## config.mk

```make
export PLATFORM = sky130hd
export DESIGN_NAME = crpt_regs
export DESIGN_NICKNAME = d
export VERILOG_FILES = /design/src/design/crpt_pkg.sv /design/src/design/crpt_regs.sv /design/src/design/crpt_reg8.sv
export VERILOG_INCLUDE_DIRS = /design/src /design/src/design
export SDC_FILE = /design/constraint.sdc
export NUM_CORES = 1
export LEC_CHECK = 0
export BUFFER_PORTS_ARGS = -buffer_cell sky130_fd_sc_hd__clkbuf_2
export CAP_MARGIN = 15
export CORE_ASPECT_RATIO = 0.9
export CORE_MARGIN = 4
export CORE_UTILIZATION = 49
export DETAILED_ROUTE_END_ITERATION = 10
export GPL_ROUTABILITY_DRIVEN = 0
export PLACE_DENSITY = 0.77
export SLEW_MARGIN = 20
export SYNTH_ARGS = -nofsm -noshare
export SYNTH_HDL_FRONTEND = slang
export SYNTH_SLANG_ARGS = --single-unit
```

## constraint.sdc

```tcl
create_clock -name sys_clk -period 1.01 [get_ports sys_clk]
set_input_delay 0.101 -clock sys_clk [delete_from_list [all_inputs] [get_ports sys_clk]]
set_output_delay 0.101 -clock sys_clk [all_outputs]
set_load 0.005 [all_outputs]
```

## src/design/crpt_consts.svh

```systemverilog
// constants for the reference, bias and power-tune register bank
`ifndef CRPT_CONSTS_SVH
`define CRPT_CONSTS_SVH
`define CRPT_ADDR_REF 8'h4d
`define CRPT_ADDR_REC 8'h4e
`define CRPT_ADDR_PLAY 8'h4f
`define CRPT_RESET_VAL 8'h00
`define CRPT_MASK_REF 8'h1f
`define CRPT_MASK_REC 8'hf4
`define CRPT_MASK_PLAY 8'h96
`define CRPT_BIT_GAIN 4
`define CRPT_LSB_BIAS 2
`define CRPT_LSB_FS 0
`define CRPT_BIT_MODCLK 7
`define CRPT_BIT_COMB 6
`define CRPT_BIT_FIR 5
`define CRPT_BIT_SHUF 4
`define CRPT_BIT_LPF 2
`define CRPT_BIT_IREF 1
`define CRPT_BIAS_RESERVED 2'h2
`define CRPT_FS_RESERVED 2'h3
`endif

```

## src/design/crpt_pkg.sv

```systemverilog
// types for the reference, bias and power-tune register bank
package crpt_pkg;
  typedef logic [7:0] crpt_byte_t;
  typedef enum logic [1:0] {CRPT_BIAS_VREF, CRPT_BIAS_HALF, CRPT_BIAS_RSVD,
                            CRPT_BIAS_AVDD} crpt_bias_t;
endpackage

```

## src/design/crpt_regs.sv

```systemverilog
// reference, bias and power-tune register bank behind the control port
`timescale 1ns/10ps
`default_nettype none
`include "crpt_consts.svh"
module crpt_regs (
  // clock and reset
  input wire logic sys_clk,
  input wire logic rst_n,
  // control-port register access, same clock domain
  input wire logic reg_wr,
  input wire logic reg_rd,
  input wire logic [7:0] reg_addr,
  input wire logic [7:0] reg_wdata,
  output logic [7:0] reg_rdata,
  // reference and bias controls
  output logic bias_regulator_gain,
  output crpt_pkg::crpt_bias_t bias_output_select,
  output logic [1:0] reference_fullscale_select,
  // recording path controls
  output logic rec_modclk_half,
  output logic rec_comb_order,
  output logic rec_fir_skip,
  output logic rec_shuffle_rate_double,
  output logic rec_lowpower_filter,
  // playback path controls
  output logic play_modclk_half,
  output logic play_shuffle_rate_double,
  output logic play_lowpower_filter,
  output logic play_current_ref_scale,
  // setting flags for software diagnostics
  output logic bias_code_reserved,
  output logic fullscale_code_reserved
);
  crpt_pkg::crpt_byte_t ref_q, rec_q, play_q, rdata_d;
  logic sel_ref, sel_rec, sel_play, sel_none;

  // address decode
  assign sel_ref = (reg_addr == `CRPT_ADDR_REF);
  assign sel_rec = (reg_addr == `CRPT_ADDR_REC);
  assign sel_play = (reg_addr == `CRPT_ADDR_PLAY);
  assign sel_none = !(sel_ref || sel_rec || sel_play); // nothing mapped here

  // the three registers
  crpt_reg8 #(.WMASK(`CRPT_MASK_REF)) u_ref (
    .sys_clk(sys_clk), .rst_n(rst_n), .wr_en(reg_wr & sel_ref),
    .wr_data(reg_wdata), .value_q(ref_q)
  );
  crpt_reg8 #(.WMASK(`CRPT_MASK_REC)) u_rec (
    .sys_clk(sys_clk), .rst_n(rst_n), .wr_en(reg_wr & sel_rec),
    .wr_data(reg_wdata), .value_q(rec_q)
  );
  crpt_reg8 #(.WMASK(`CRPT_MASK_PLAY)) u_play (
    .sys_clk(sys_clk), .rst_n(rst_n), .wr_en(reg_wr & sel_play),
    .wr_data(reg_wdata), .value_q(play_q)
  );

  // read mux; unmapped addresses read zero
  assign rdata_d = sel_ref ? ref_q : sel_rec ? rec_q : sel_play ? play_q : 8'h00;

  // read data registered, updated only on a read
  always_ff @(posedge sys_clk or negedge rst_n) begin
    if (!rst_n) begin
      reg_rdata <= 8'h00;
    end else if (reg_rd) begin
      reg_rdata <= rdata_d;
    end
  end

  // field outputs re-registered so top outputs come from flops; one cycle behind the store
  always_ff @(posedge sys_clk or negedge rst_n) begin
    if (!rst_n) begin
      bias_regulator_gain <= 1'b0;
      bias_output_select <= crpt_pkg::CRPT_BIAS_VREF;
      reference_fullscale_select <= 2'h0;
      rec_modclk_half <= 1'b0;
      rec_comb_order <= 1'b0;
      rec_fir_skip <= 1'b0;
      rec_shuffle_rate_double <= 1'b0;
      rec_lowpower_filter <= 1'b0;
      play_modclk_half <= 1'b0;
      play_shuffle_rate_double <= 1'b0;
      play_lowpower_filter <= 1'b0;
      play_current_ref_scale <= 1'b0;
      bias_code_reserved <= 1'b0;
      fullscale_code_reserved <= 1'b0;
    end else begin
      bias_regulator_gain <= ref_q[`CRPT_BIT_GAIN];
      bias_output_select <= crpt_pkg::crpt_bias_t'(ref_q[`CRPT_LSB_BIAS +: 2]);
      reference_fullscale_select <= ref_q[`CRPT_LSB_FS +: 2];
      rec_modclk_half <= rec_q[`CRPT_BIT_MODCLK];
      rec_comb_order <= rec_q[`CRPT_BIT_COMB];
      rec_fir_skip <= rec_q[`CRPT_BIT_FIR];
      rec_shuffle_rate_double <= rec_q[`CRPT_BIT_SHUF];
      rec_lowpower_filter <= rec_q[`CRPT_BIT_LPF];
      play_modclk_half <= play_q[`CRPT_BIT_MODCLK];
      play_shuffle_rate_double <= play_q[`CRPT_BIT_SHUF];
      play_lowpower_filter <= play_q[`CRPT_BIT_LPF];
      play_current_ref_scale <= play_q[`CRPT_BIT_IREF];
      // reserved codes are stored as written but flagged; the analog side defines them
      bias_code_reserved <= (ref_q[`CRPT_LSB_BIAS +: 2] == `CRPT_BIAS_RESERVED);
      fullscale_code_reserved <= (ref_q[`CRPT_LSB_FS +: 2] == `CRPT_FS_RESERVED);
    end
  end

  // a write reaches the field output two edges later
  property p_ref_write;
    @(posedge sys_clk) disable iff (!rst_n)
    (reg_wr && sel_ref) |-> ##2 (bias_regulator_gain == $past(reg_wdata[4], 2)
      && reference_fullscale_select == $past(reg_wdata[1:0], 2));
  endproperty
  a_ref_write: assert property (p_ref_write) else $error("ref field not updated");

  property p_bias_sel;
    @(posedge sys_clk) disable iff (!rst_n)
    (reg_wr && sel_ref) |-> ##2 (bias_output_select == $past(reg_wdata[3:2], 2));
  endproperty
  a_bias_sel: assert property (p_bias_sel) else $error("bias select wrong");

  property p_fs_rsvd;
    @(posedge sys_clk) disable iff (!rst_n)
    (reg_wr && sel_ref && reg_wdata[1:0] == 2'h3) |-> ##2 fullscale_code_reserved;
  endproperty
  a_fs_rsvd: assert property (p_fs_rsvd) else $error("reserved fullscale not flagged");

  property p_rec_write;
    @(posedge sys_clk) disable iff (!rst_n)
    (reg_wr && sel_rec) |-> ##2 (rec_modclk_half == $past(reg_wdata[7], 2)
      && rec_comb_order == $past(reg_wdata[6], 2));
  endproperty
  a_rec_write: assert property (p_rec_write) else $error("rec clock or comb wrong");

  property p_rec_fir;
    @(posedge sys_clk) disable iff (!rst_n)
    (reg_wr && sel_rec) |-> ##2 (rec_fir_skip == $past(reg_wdata[5], 2)
      && rec_shuffle_rate_double == $past(reg_wdata[4], 2)
      && rec_lowpower_filter == $past(reg_wdata[2], 2));
  endproperty
  a_rec_fir: assert property (p_rec_fir) else $error("rec fir shuffle lpf wrong");

  property p_play_write;
    @(posedge sys_clk) disable iff (!rst_n)
    (reg_wr && sel_play) |-> ##2 (play_modclk_half == $past(reg_wdata[7], 2)
      && play_shuffle_rate_double == $past(reg_wdata[4], 2)
      && play_lowpower_filter == $past(reg_wdata[2], 2)
      && play_current_ref_scale == $past(reg_wdata[1], 2));
  endproperty
  a_play_write: assert property (p_play_write) else $error("play field wrong");

  property p_readback;
    @(posedge sys_clk) disable iff (!rst_n)
    (reg_wr && sel_play) ##1 (reg_rd && sel_play && !reg_wr)
      |=> (reg_rdata == ($past(reg_wdata, 2) & `CRPT_MASK_PLAY));
  endproperty
  a_readback: assert property (p_readback) else $error("readback mismatch");

  // reserved bits read zero whatever the host wrote into them
  property p_rsvd_zero;
    @(posedge sys_clk) disable iff (!rst_n)
    (reg_rd && sel_ref) |=> ((reg_rdata & ~`CRPT_MASK_REF) == 8'h00);
  endproperty
  a_rsvd_zero: assert property (p_rsvd_zero) else $error("reserved bits not zero");

  property p_rsvd_rec;
    @(posedge sys_clk) disable iff (!rst_n)
    (reg_rd && sel_rec) |=> ((reg_rdata & ~`CRPT_MASK_REC) == 8'h00);
  endproperty
  a_rsvd_rec: assert property (p_rsvd_rec) else $error("record reserved bits not zero");

  property p_rsvd_play;
    @(posedge sys_clk) disable iff (!rst_n)
    (reg_rd && sel_play) |=> ((reg_rdata & ~`CRPT_MASK_PLAY) == 8'h00);
  endproperty
  a_rsvd_play: assert property (p_rsvd_play) else $error("playback reserved bits not zero");

  property p_reset_zero;
    @(posedge sys_clk) $rose(rst_n) |-> (reg_rdata == 8'h00 && !rec_modclk_half
      && !play_modclk_half && reference_fullscale_select == 2'h0);
  endproperty
  a_reset_zero: assert property (p_reset_zero) else $error("not zero after reset");

  // every other field output clear on the edge after reset release
  property p_reset_fields;
    @(posedge sys_clk) $rose(rst_n) |-> (!bias_regulator_gain && !rec_comb_order
      && bias_output_select == crpt_pkg::CRPT_BIAS_VREF && !rec_fir_skip
      && !rec_shuffle_rate_double && !rec_lowpower_filter && !play_shuffle_rate_double
      && !play_lowpower_filter && !play_current_ref_scale && !bias_code_reserved
      && !fullscale_code_reserved);
  endproperty
  a_reset_fields: assert property (p_reset_fields) else $error("fields not clear");

  // reserved-code flags follow the stored codes both ways
  property p_code_flags;
    @(posedge sys_clk) disable iff (!rst_n)
    (reg_wr && sel_ref) |-> ##2
      (bias_code_reserved == ($past(reg_wdata[3:2], 2) == `CRPT_BIAS_RESERVED)
      && fullscale_code_reserved == ($past(reg_wdata[1:0], 2) == `CRPT_FS_RESERVED));
  endproperty
  a_code_flags: assert property (p_code_flags) else $error("reserved code flag wrong");

  // unmapped reads return zero rather than a stale byte
  property p_rd_unmapped;
    @(posedge sys_clk) disable iff (!rst_n)
    (reg_rd && sel_none) |=> (reg_rdata == 8'h00);
  endproperty
  a_rd_unmapped: assert property (p_rd_unmapped) else $error("unmapped read not zero");

  // read data stands until the next read
  property p_rdata_hold;
    @(posedge sys_clk) disable iff (!rst_n)
    !reg_rd |=> $stable(reg_rdata);
  endproperty
  a_rdata_hold: assert property (p_rdata_hold) else $error("read data moved");

  // fields move only two edges after a write to a mapped register
  property p_fields_hold;
    @(posedge sys_clk) disable iff (!rst_n)
    !(reg_wr && !sel_none) |-> ##2 $stable({bias_regulator_gain, bias_output_select,
      reference_fullscale_select, rec_modclk_half, rec_comb_order, rec_fir_skip,
      rec_shuffle_rate_double, rec_lowpower_filter, play_modclk_half,
      play_shuffle_rate_double, play_lowpower_filter, play_current_ref_scale,
      bias_code_reserved, fullscale_code_reserved});
  endproperty
  a_fields_hold: assert property (p_fields_hold) else $error("field moved without write");

  // a reference write leaves the power-tune outputs alone
  property p_ref_only;
    @(posedge sys_clk) disable iff (!rst_n)
    (reg_wr && sel_ref) |-> ##2 $stable({rec_modclk_half, rec_comb_order, rec_fir_skip,
      rec_shuffle_rate_double, rec_lowpower_filter, play_modclk_half, play_shuffle_rate_double,
      play_lowpower_filter, play_current_ref_scale});
  endproperty
  a_ref_only: assert property (p_ref_only) else $error("ref write moved other fields");
endmodule
`default_nettype wire

```

## src/design/crpt_reg8.sv

```systemverilog
// one 8-bit configuration register with a writable-bit mask
`timescale 1ns/10ps
`default_nettype none
`include "crpt_consts.svh"
module crpt_reg8 #(
  parameter logic [7:0] WMASK = 8'hff
) (
  // clock and reset
  input wire logic sys_clk,
  input wire logic rst_n,
  // write side
  input wire logic wr_en,
  input wire logic [7:0] wr_data,
  // stored value
  output logic [7:0] value_q
);
  logic [7:0] value_d;
  // reserved bits never store, so they always read zero
  assign value_d = wr_en ? (wr_data & WMASK) : value_q;
  // reset clears every bit
  always_ff @(posedge sys_clk or negedge rst_n) begin
    if (!rst_n) begin
      value_q <= `CRPT_RESET_VAL;
    end else begin
      value_q <= value_d;
    end
  end
endmodule
`default_nettype wire

```

==> metrics.txt <==
# rows=18; final max-slew violation count=0; Slowest cell on crit path=dfrtp_1; crit path kind=reg2out; Final setup viols=0; DIE WIDTH=64.55 um; CTS buffer count=5; Required @ worst endpoint=0.91 ns; max-capacitance violation count=0; grt ovf=0; worst skew pair latency=roughly 0.34 ns; Post-Syn Area=1410 um^2; slowest stage delay, CP=0.41 ns; register area share after synthesis=0.6744; outcome=finished clean; Synth Instances=96; vias in the first global route=1,074; post-layout min period=about 0.97 ns; largest net degree at the start of global routing=39; CTS tree=done; design area=1879 um^2; Filler Cells Inserted=about 210; Setup crit end kind=output pin; clk slew on worst S/H paths=roughly 0.11 ns; cells along the critical path=clkbuf_2; clk sinks=38; Hold Path Class=in2reg; layout cell share with drive strength beyond 1=0.5375; Post-synth ARST share=1.000; FMAX=1033 MHz; Final #Nets=about 180; # placed instances=~190; Cell Count, Final, Fillers Out=200; Power, Total=2.691 mW; Netlist cell types=27; routed len/inst=15.15 um; Tot GR Track Use=0.1773; Mapped Nets=116; CP arrival=0.87 ns; RSZ-0062 raised after global routing=true; number of synthesized flops with an enable pin=0; number of H-tree levels=2; DR pass1 iterations=4; Root Buffer=clkbuf_4; Final Skew=0.007219 ns; initial antenna violation count=0; total die area=3801 um^2; Port Buffer Count=43; initial DRC count=25; Crit Path Max Fanout=2; Initial Util=0.5132; final hold vios=0; DP Wirelength=2225 um; placed inst area=1755 um^2; startpoint types=flip-flop; Ant. Diodes=0; Power Density=around 1400 nW/um^2; Ports=44; Post-Route WL=3029 um; slew of the pin with the lowest slew margin=0.2515 ns; Longest Clk Path Bufs=2; Seq cells post-synth=38; yosys warns=0; Vias=1,038; Area Overhead vs Synth=33.27%; Die Ht=roughly 59 um; crit path buf inv count=1; drt drc=0; Tcrit/Tclk final=0.9582; Crit path max-delay family=flip-flops; core area=2748 um^2; Top FF cell, synth=dfrtp_1; Syn Area/Cell=~15 um^2; relative slew slack=0.8318; Leak=about 1.0 nW; vias per cell=5.190; Worst VDD drop=773.0 uV; first-pass GRT wire length=5043 um; Routed Antenna Nets=0
-- path summary, 6_finish.rpt --
kind | from | endpoint | slack [ns] | cells past startpoint
min in group asynchronous | rst_n | play_shuffle_rate_double | 0.25 | 3
worst min register to register | u_rec.value_q[7] | rec_modclk_half | 0.40 | 0
worst max-delay path | reg_rdata[6] | reg_rdata[6] | 0.04 | 1
worst min-delay path | reg_wdata[3] | u_ref.value_q[3] | 0.001 | 2
max in group asynchronous | rst_n | rec_lowpower_filter | 0.58 | 3
worst max register to register | u_rec.value_q[2] | reg_rdata[2] | 0.04 | 3
-- sequential cells by signal, summed over array words and instances (netlist names), 2 cells and up --
signal,count
bias_output_select,2
reference_fullscale_select,2
reg_rdata,8
u_play.value_q,4
u_rec.value_q,5
u_ref.value_q,5
-- Yosys cell counts, types with 2 or more instances --
master     number  area share
a21o_2          2       0.012
a22o_1          3       0.019
and2_1          2      0.0089
clkbuf_1        2      0.0053
dfrtp_1        38        0.67
inv_1           3      0.0080
mux2_2         14        0.11
nand2_1         3      0.0080
nand3_1         2      0.0071
nand4_1         4       0.018
nor2_1          5       0.013
o2111ai_1       2       0.012
o32ai_1         2       0.012
-- cell families (layout without fill, tap and decap cells) --
kind of cell | Yosys count | in the layout | share of synthesized area
flip-flops | 38 | 38 | 0.6744
AND/OR/NAND/NOR | 24 | 24 | 0.1091
multiplexers | 15 | 15 | 0.1189
AO/OA/AOI/OAI | 13 | 13 | 0.07898
buffers and inverters | 6 | 70 | 0.01864
-- layout make-up --
| type | count | area (um^2) | area share |
|---|---|---|---|
| sequential | 38 | 950.9 | 0.5060 |
| multi-input combinational | 52 | 445.4 | 0.2370 |
| timing repair buffer | 59 | 357.8 | 0.1904 |
| clock buffer | 6 | 51.30 | 0.02730 |
| tap | 40 | 50.05 | 0.02663 |
| clock inverter | 2 | 12.51 | 0.006658 |
| inverter | 3 | 11.26 | 0.005992 |
-- layout by cell type, fill, tap and decap left out, types with 2 or more instances in the layout --
master,n
nand4_1,4
clkbuf_2,43
nand2_1,3
and2_1,2
clkbuf_4,5
buf_4,11
nand3_1,2
inv_1,3
mux2_2,14
o32ai_1,2
dfrtp_1,38
dlygate4sd3_1,4
a22o_1,3
a21o_2,2
nor2_1,5
-- power by group --
group	internal (mW)	switching, mW
clock network	0.335	0.489
registers	1.58	0.0328
logic	0.132	0.122
total	2.05	0.645
-- timing repair --
item,4_1_cts,5_1_grt
resized for setup,0,2
endpoints found under the setup margin,1,6
hold endpoints to repair,41,0
buffers inserted,0,1
pin swaps,1,4
hold buffers,4,0
-- through the flow --
| stage | utilization | setup slack, ns | setup TNS (ns) | hold WS, ns |
|---|---|---|---|---|
| finish | 0.6840 | 0.04219 | 0 | 0.001135 |
| global route | 0.6840 | -0.02610 | -0.02610 | 0.001400 |
| CTS | 0.6767 | 0.01104 | 0 | 0.002056 |
| detailed placement | 0.6389 | -0.3134 | -4.365 | 0.08495 |
| global placement | 0.6389 | -0.2451 | -3.148 | 0.07927 |
| floorplan | - | -0.1012 | -0.8592 | -0.1946 |
-- metal layers --
| layer | GRT usage | vias to the layer above | share of wire |
|---|---|---|---|
| met3 | 0.04198 | 10 | 0.046 |
| met2 | 0.2882 | 29 | 0.49 |
| met4 | 0.09036 | 0 | 0.027 |
| li1 | - | 480 | - |
| met1 | 0.2243 | 519 | 0.43 |
| met5 | 0 | - | 0 |
No activity file was read; power rests on OpenSTA's default activity.
